`config.mk`:
```
export PLATFORM = sky130hd
export DESIGN_NAME = srim_device_flat
export DESIGN_NICKNAME = d
export VERILOG_FILES = /design/src/hw/srim_pkg.sv /design/src/hw/srim_if.sv /design/src/hw/srim_device.sv /design/src/flat_wrapper.sv
export SDC_FILE = /design/constraint.sdc
export NUM_CORES = 1
export LEC_CHECK = 0
export ABC_AREA = 1
export BUFFER_PORTS_ARGS = -buffer_cell sky130_fd_sc_hd__buf_2
export CORE_UTILIZATION = 55
export DETAILED_ROUTE_END_ITERATION = 8
export PLACE_DENSITY = 0.82
export SYNTH_ARGS = -nofsm -noshare
export SYNTH_HDL_FRONTEND = slang
export SYNTH_SLANG_ARGS = --single-unit
```
`constraint.sdc`:
```
create_clock -name sys_clk -period 4.4 [get_ports sys_clk]
set_input_delay 0.44 -clock sys_clk [delete_from_list [all_inputs] [get_ports sys_clk]]
set_output_delay 0.44 -clock sys_clk [all_outputs]
set_load 0.01 [all_outputs]
```
`src/hw/srim_pkg.sv`:
```
// Constants, types and register map shared by both ends of the strobed register input link.
// Notes on behaviour
// - Eight 16-bit channels, one transferred per request.
// - Controller writes request word naming wanted channel.
// - Device returns channel data plus channel echo.
// - One output word, then echo and data inputs.
// - BCD mode 0000-9999, binary mode 0000-FFFF.
// - Shared data lines; strobe per channel addresses.
// - Strobes active low, high when unaddressed.
// - Strobe about 2 ms; sample no earlier than 180 us.
// - Field data held 100 us past sampling; a capture delayed by settling can come on the edge that releases the strobe.
// - No capture while field value is unsettled.
// - Polarity setting inverts data when active-low.
// - Format setting and map give BCD or binary.
// - Unstrobed field devices release the data lines.
// - Field change reaches input registers within 20 ms.
// - Map uses two input words, one output word.
package srim_pkg;
  localparam int unsigned      WORD_W       = 16;
  localparam int unsigned      NUM_CH       = 8;
  localparam int unsigned      CH_W         = 3;
  localparam int unsigned      CLK_KHZ      = 25000;
  localparam int unsigned      STROBE_US    = 2000;
  localparam int unsigned      SETUP_US     = 180;
  localparam int unsigned      HOLD_US      = 100;
  localparam int unsigned      STROBE_CYC   = (STROBE_US * CLK_KHZ) / 1000;
  localparam int unsigned      SETUP_CYC    = (SETUP_US * CLK_KHZ + 999) / 1000;
  localparam int unsigned      CNT_W        = 17;
  localparam logic [7:0]       STROBE_IDLE  = 8'hFF;
  localparam logic [15:0]      WORD_ZERO    = 16'h0000;
  localparam logic [3:0]       ADDR_CTRL    = 4'h0;
  localparam logic [3:0]       ADDR_REQUEST = 4'h1;
  localparam logic [3:0]       ADDR_ECHO    = 4'h2;
  localparam logic [3:0]       ADDR_DATA    = 4'h3;
  localparam logic [3:0]       ADDR_STATUS  = 4'h4;
  localparam int unsigned      CTRL_SCAN    = 0;
  localparam int unsigned      CTRL_MAP_BCD = 1;
  localparam int unsigned      STAT_BUSY    = 0;
  localparam int unsigned      STAT_DONE    = 1;
  typedef enum logic [1:0] {
    SRIM_IDLE   = 2'b00,
    SRIM_STROBE = 2'b01,
    SRIM_ANSWER = 2'b10
  } srim_state_t;
endpackage : srim_pkg

```
`src/hw/srim_if.sv`:
```
// Backplane link between the controller end and the register input device end.
`timescale 1ns/1ns
interface srim_if;
  logic        req_valid;
  logic [15:0] req_word;
  logic        ack;
  logic [15:0] echo_word;
  logic [15:0] data_word;
  modport dev  (input req_valid, input req_word, output ack, output echo_word, output data_word);
  modport ctrl (output req_valid, output req_word, input ack, input echo_word, input data_word);
endinterface : srim_if

```
`src/hw/srim_device.sv`:
```
// Device end: strobes one field channel per request and returns echo and data words.
//
// The plain strobed port and the placing of the registers were decided locally.
`timescale 1ns/1ns
module srim_device #(
  parameter int unsigned STROBE_CYC = srim_pkg::STROBE_CYC,
  parameter int unsigned SETUP_CYC  = srim_pkg::SETUP_CYC
) (
  input  wire logic        sys_clk,
  input  wire logic        rst,
  srim_if.dev              link,
  input  wire logic [15:0] field_data,
  input  wire logic [7:0]  field_value_unsettled,
  input  wire logic        polarity_low,
  input  wire logic        format_bcd,
  output logic      [7:0]  field_strobe_n,
  output logic             format_bcd_out
);

  function automatic logic chan_ok(input logic [15:0] w);
    chan_ok = (w < 16'(srim_pkg::NUM_CH));
  endfunction : chan_ok

  srim_pkg::srim_state_t    state_q,   state_d;
  logic [srim_pkg::CNT_W-1:0] cnt_q,   cnt_d;
  logic [srim_pkg::CH_W-1:0]  ch_q,    ch_d;
  logic                     got_q,     got_d;
  logic [15:0]              hold_q,    hold_d;
  logic [7:0]               strobe_n_q, strobe_n_d;
  logic                     ack_q,     ack_d;
  logic [15:0]              echo_q,    echo_d;
  logic [15:0]              data_q,    data_d;
  logic                     fmt_q,     fmt_d;
  logic [15:0]              sample;

  // Inversion is applied at capture so both formats see the same true-high word.
  assign sample = polarity_low ? ~field_data : field_data;

  always_comb begin
    state_d    = state_q;
    cnt_d      = cnt_q;
    ch_d       = ch_q;
    got_d      = got_q;
    hold_d     = hold_q;
    strobe_n_d = strobe_n_q;
    ack_d      = 1'b0;
    echo_d     = echo_q;
    data_d     = data_q;
    fmt_d      = format_bcd;
    case (state_q)
      srim_pkg::SRIM_IDLE: begin
        strobe_n_d = srim_pkg::STROBE_IDLE;
        if (link.req_valid) begin
          if (chan_ok(link.req_word)) begin
            ch_d       = link.req_word[srim_pkg::CH_W-1:0];
            strobe_n_d = ~(8'h01 << link.req_word[srim_pkg::CH_W-1:0]);
            cnt_d      = '0;
            got_d      = 1'b0;
            state_d    = srim_pkg::SRIM_STROBE;
          end else begin
            state_d = srim_pkg::SRIM_ANSWER;
            got_d   = 1'b0;
          end
        end
      end
      srim_pkg::SRIM_STROBE: begin
        cnt_d = cnt_q + 1'b1;
        // Sampling waits for the setup time, then for the field device to report a settled value.
        if (!got_q && (cnt_q >= srim_pkg::CNT_W'(SETUP_CYC - 1)) &&
            !field_value_unsettled[ch_q]) begin
          got_d  = 1'b1;
          hold_d = sample;
        end
        if (cnt_q >= srim_pkg::CNT_W'(STROBE_CYC - 1)) begin
          strobe_n_d = srim_pkg::STROBE_IDLE;
          state_d    = srim_pkg::SRIM_ANSWER;
        end
      end
      srim_pkg::SRIM_ANSWER: begin
        ack_d   = 1'b1;
        state_d = srim_pkg::SRIM_IDLE;
        // Both words move in one edge so software never pairs a stale echo with fresh data.
        if (got_q) begin
          echo_d = {13'h0000, ch_q};
          data_d = hold_q;
        end
      end
      default: begin
        state_d    = srim_pkg::SRIM_IDLE;
        strobe_n_d = srim_pkg::STROBE_IDLE;
      end
    endcase
  end

  always_ff @(posedge sys_clk) begin
    if (rst) begin
      state_q    <= srim_pkg::SRIM_IDLE;
      cnt_q      <= '0;
      ch_q       <= '0;
      got_q      <= 1'b0;
      hold_q     <= srim_pkg::WORD_ZERO;
      strobe_n_q <= srim_pkg::STROBE_IDLE;
      ack_q      <= 1'b0;
      echo_q     <= srim_pkg::WORD_ZERO;
      data_q     <= srim_pkg::WORD_ZERO;
      fmt_q      <= 1'b0;
    end else begin
      state_q    <= state_d;
      cnt_q      <= cnt_d;
      ch_q       <= ch_d;
      got_q      <= got_d;
      hold_q     <= hold_d;
      strobe_n_q <= strobe_n_d;
      ack_q      <= ack_d;
      echo_q     <= echo_d;
      data_q     <= data_d;
      fmt_q      <= fmt_d;
    end
  end

  assign field_strobe_n = strobe_n_q;
  assign format_bcd_out = fmt_q;
  assign link.ack       = ack_q;
  assign link.echo_word = echo_q;
  assign link.data_word = data_q;

endmodule : srim_device

```
`src/flat_wrapper.sv`:
```
// flat-port wrapper written by rule: the top's interface ports become plain ports
module srim_device_flat 
#(
  parameter int unsigned STROBE_CYC = srim_pkg::STROBE_CYC,
  parameter int unsigned SETUP_CYC  = srim_pkg::SETUP_CYC
)
  (sys_clk, rst, field_data, field_value_unsettled, polarity_low, format_bcd, field_strobe_n, format_bcd_out, link_req_valid, link_req_word, link_ack, link_echo_word, link_data_word);
  srim_if link_i ();
  input  wire logic sys_clk;
  input  wire logic rst;
  input  wire logic [15:0] field_data;
  input  wire logic [7:0] field_value_unsettled;
  input  wire logic polarity_low;
  input  wire logic format_bcd;
  output logic      [7:0] field_strobe_n;
  output logic format_bcd_out;
  input wire logic [$bits(link_i.req_valid)-1:0] link_req_valid;
  input wire logic [$bits(link_i.req_word)-1:0] link_req_word;
  output wire logic [$bits(link_i.ack)-1:0] link_ack;
  output wire logic [$bits(link_i.echo_word)-1:0] link_echo_word;
  output wire logic [$bits(link_i.data_word)-1:0] link_data_word;
  assign link_i.req_valid = link_req_valid;
  assign link_i.req_word = link_req_word;
  assign link_ack = link_i.ack;
  assign link_echo_word = link_i.echo_word;
  assign link_data_word = link_i.data_word;
  srim_device #(.STROBE_CYC(STROBE_CYC), .SETUP_CYC(SETUP_CYC)) u_core (.sys_clk(sys_clk), .rst(rst), .link(link_i), .field_data(field_data), .field_value_unsettled(field_value_unsettled), .polarity_low(polarity_low), .format_bcd(format_bcd), .field_strobe_n(field_strobe_n), .format_bcd_out(format_bcd_out));
endmodule
```
Yosys cells after proc, flatten, opt, wreduce, memory -nomap -nowiden. Index checks and enable logic that the tools add are counted. Widths: inputs -> output; s select.

Flip-flop bits (word level): 68. Input bits: 45. Output and inout bits: 42. Word-level logic and storage cells: 56.

Add/subtract/negate cells: 1. $lt $le $gt $ge: 4. Equality and inequality tests: 6. Shifts and indexed selects: 1. Multiplexer cells: 18. Bitwise operators: 3. Reduce and logical (&&, ||, !) cells: 13.

Operators by type and width (number): $mux 17 (2); $pmux 17 s2 (1); $mux 8 (3); $pmux 8 s3 (1); $add 17x1->17 const B (1); $ge 17x13->1 const B (1); $ge 17x16->1 const B (1); $lt 16x4->1 const B (1); $mux 16 (1); $not 16->16 (1); $reduce_and 3->1 (3); $not 8->8 (1); $reduce_and 2->1 (4); $shl 1x3->8 const A (1); $mux 2 (3); $ne 2x1->1 const B (3); $lt 3x4->1 const B (1); $mux 1 (4); $pmux 2 s2 (1); $bmux 1 s3 (1); $eq 2x1->1 const B (1); $eq 2x2->1 const B (1); $logic_and 1x1->1 (2); $logic_not 1->1 (2); other kinds (5) (5).

Logic depth before layout (Yosys ltp).
Word-level depth: 6. Mapped depth: 12. Mapped depth without buffers: 12.

Worst setup path before layout. No wires, ideal clock.

Kind: flip-flop to flip-flop. Start point: register u_core.cnt_q[0] (netlist name). End point: register u_core.state_q[1]. Arrival time: 1.405 ns. Required time: 4.270 ns. Path slack: 2.865 ns. Stages on the path, launching flop included: 12. Buffers on the path: 1. Period minus slack after synthesis: 1.535 ns. Cell sequence: dfxtp_1 -> ha_1 -> inv_1 -> nor2_4 -> inv_1 -> nor2_1 -> nand2_1 -> nand2_1 -> nor2_1 -> nand2_2 -> buf_4 -> nor3b_2.

Cells in the longest elaborated chain, start to end: 3.

RTL lines: start: declaration (RTL line srim_device.sv:25) `logic [srim_pkg::CNT_W-1:0] cnt_q, cnt_d;`; start signal: assignment (RTL line srim_device.sv:109) `cnt_q <= cnt_d;`; $ge 17x16->1 (RTL line srim_device.sv:74) `if (cnt_q >= srim_pkg::CNT_W'(STROBE_CYC - 1)) begin`; $ne 2x1->1 (no source line); $reduce_and 2->1 (no source line); end signal: assignment (RTL line srim_device.sv:97) `state_q <= srim_pkg::SRIM_IDLE;`; end signal: assignment (RTL line srim_device.sv:108) `state_q <= state_d;`; end: declaration (RTL line srim_device.sv:24) `srim_pkg::srim_state_t state_q, state_d;`.

Every way passes these cells. A chain may end at the register's enable or synchronous reset.

Final worst setup path.
Start point: register u_core.state_q[1]. End point: register u_core.data_q[12] (netlist: u_core.link.data_word[12]).

Cells in the longest elaborated chain, start to end: 2.

RTL lines: $eq 2x2->1 (RTL line srim_device.sv:50) `case (state_q)`; $reduce_and 2->1 (no source line); end signal: assignment (RTL line srim_device.sv:105) `data_q <= srim_pkg::WORD_ZERO;`; end signal: assignment (RTL line srim_device.sv:116) `data_q <= data_d;`; end: declaration (RTL line srim_device.sv:32) `logic [15:0] data_q, data_d;`.

Every way passes these cells.

==> flow_summary.yaml <==
synthesis:
  syn_avg_cell_area_um2: 7.05
  ys_warn_count: 0
  ys_seq_elements: 68
  mappedNetlistArea_um2: 3530
  synth_flop_cell: "dfxtp_1"
  synth_cells: 500
  ys_async_sr_fraction: 0
  synth_cell_types: 35
  ys_seq_area_frac: 0.386
  synth_edf_count: 0
worst_setup_path:
  crit_buf_inv: 0
  crit_start: "u_core.state_q[1]"
  worst-path-stages: 3
  reg2reg_depth: 3
  arrival_ps: 2270
  cp-start-kind: "flop"
  regToRegStartpoint: "u_core.state_q[1]"
  worst_path_largest_cell_delay_ps: 860
  r2r-end: "u_core.link.data_word[12]"
  worstPathMaxFanout: 38
  path_cells: "nand3_1 > o21ai_0 > a21oi_1"
  path_class: "flop to flop"
  critPathCapture: "u_core.link.data_word[12]"
  critPathTopFamily: "simple AND/OR/NAND/NOR gates"
  cp-end-kind: "flop"
  rrSetupSlack_ps: 2310
  critical_path_required_ps: 4590
  crit_path_top_delay_cell: "nand3_1"
power_and_ir_drop:
  power_density_nw_per_um2: 344
  ir_drop_uv: 206
  p_leak_uw: 0.00177
timing:
  hold_violations: 0
  fin_hold_ws_ps: 298
  fin_skew_ps: 10.1
  worst_slack_ps: 2310
  setup_viol: 0
  grt_setup_unrepaired: "false"
  fmax_ghz: 0.479
  fin_tns_setup_ps: 0
  relSlewSlack: 0.214
  finalCriticalPeriod_ps: 2090
  report.final.slew_viol_count: 0
  tightest_slew_ps: 1180
  finalCritPeriodShare: 0.475
route:
  drcViolationCount: 0
  vias: 3291
  first_pass_iters: 5
  wl_per_cell_um: 12.3
  routed_via_density: 5.13
  drt_iter0_drc: 172
  wl_mm: 7.90
  antenna_left: 0
clocking:
  cts_tree: "built"
  root_buffer: "clkbuf_8"
  postCtsSetupBuffers: 0
  clk_latency_ps: 340
  numCtsBuffers: 9
  cts_resized: 0
  clk_pin_slew_worst_paths_ps: 70
  hold_buffers: 0
  htreeDepth: 3
  cts_max_path_buffers: 2
  clock-sinks: 68
flow_run:
  cap_violations: 0
cells_and_area:
  drive_gt1_frac: 0.208
  final_cell_mix: "nand2_1 (75), buf_2 (73), dfxtp_1 (68)"
  diodes: 0
  final_util: 0.675
  nets: 607
  fin_area_um2: 4090
  area_growth_syn_to_layout_pct: 16.0
  final_common_cell: "nand2_1"
global_routing:
  grt_pass1_wl_mm: 12.9
  grt_max_degree: 39
  gr-total-overflow: 0
  grt_usage: 0.249
  first_global_vias: 2979
  grt_antenna_before_repair: 0
place:
  portBuffers: 73
  dpl_cell_area_um2: 3820
  globalplace.congestion: 0.894
  place_ws_ps: 2320
  hpwl_mm: 5.57
die:
  dieArea_um2: 6740
  die_x_um: 82.1
  rows: 28
  core_area_um2: 6060
  ios: 87
  start_util: 0.582
  die_y_um: 82.1
worst_hold_path:
  min-delay-start: "format_bcd"
  holdPathStages: 3
  hp-class: "input port to flop"
run_status:
  status: "completed"
sequential cells by signal, summed over array words and instances, names as in the netlist:
register	cells
u_core.state_q	2
u_core.link.echo_word	3
u_core.link.ack	1
u_core.hold_q	16
u_core.ch_q	3
u_core.field_strobe_n	8
u_core.cnt_q	17
u_core.link.data_word	16
u_core.format_bcd_out	1
u_core.got_q	1
worst min path at each step:
stage,slack (ps),to
CTS,290,u_core.format_bcd_out
global placement,430,u_core.link.data_word[12]
detailed placement,440,u_core.link.data_word[2]
floorplan,450,u_core.hold_q[0]
finish,300,u_core.format_bcd_out
global route,300,u_core.format_bcd_out
cells in the mapped netlist (10+ instances only):
| library cell | number | area share |
|---|---|---|
| nand4_1 | 10 | 0.018 |
| a21oi_1 | 41 | 0.058 |
| inv_1 | 48 | 0.051 |
| xor2_1 | 16 | 0.040 |
| nor2_1 | 60 | 0.064 |
| dfxtp_1 | 68 | 0.39 |
| buf_4 | 15 | 0.032 |
| nand3_1 | 52 | 0.074 |
| nand2_1 | 75 | 0.080 |
| clkbuf_1 | 11 | 0.012 |
| nor2_2 | 12 | 0.021 |
| o21bai_1 | 16 | 0.034 |
| o21ai_0 | 29 | 0.041 |
layer usage:
metal / vias to the layer above / part of all wire / global-route usage / wire (µm)
li1: 1724 / - / - / -
met1: 1470 / 0.45 / 0.288 / 3530
met2: 83 / 0.50 / 0.453 / 3960
met3: 14 / 0.038 / 0.0544 / 303
met4: 0 / 0.013 / 0.0789 / 104
met5: - / 0 / 0 / 0
logic make-up (layout without fill, tap and decap cells):
group                    Yosys count  after routing  synth area share
AO/OA/AOI/OAI                     92             92             0.145
other                              1             13           0.00106
AND/OR/NAND/NOR                  233            233             0.305
buffers and inverters             89            143             0.119
XOR/XNOR                          16             16            0.0397
flip-flops                        68             68             0.386
adder cells (fa/ha/maj)            1              1           0.00355
layout make-up:
type                    instances  area (µm²)
clock inverters                 6         134
well taps                      75        93.8
clock buffers                  10         138
multi-input cells             355        1790
repair buffers                 73         365
inverters                      54         208
fillers                       513        1970
flip-flops and latches         68        1360
worst min-delay path: cells and delay by family:
family	cells	cell delay (ps)
buffers and inverters	2	100
and+or+nand+nor	1	60
where the power goes:
group	internal, µW	switching (µW)
clock network	451	249
logic	35.2	49.9
registers	619	2.43
total	1100	301
metrics by stage:
stage | total power, µW | cells
after floorplan | 697 | 512
final | 1410 | 641
after detailed placement | 720 | 625
after global routing | 1460 | 641
after global placement | 719 | 625
after CTS | 1420 | 641
Note: power is estimated with default switching activity, not from simulation.
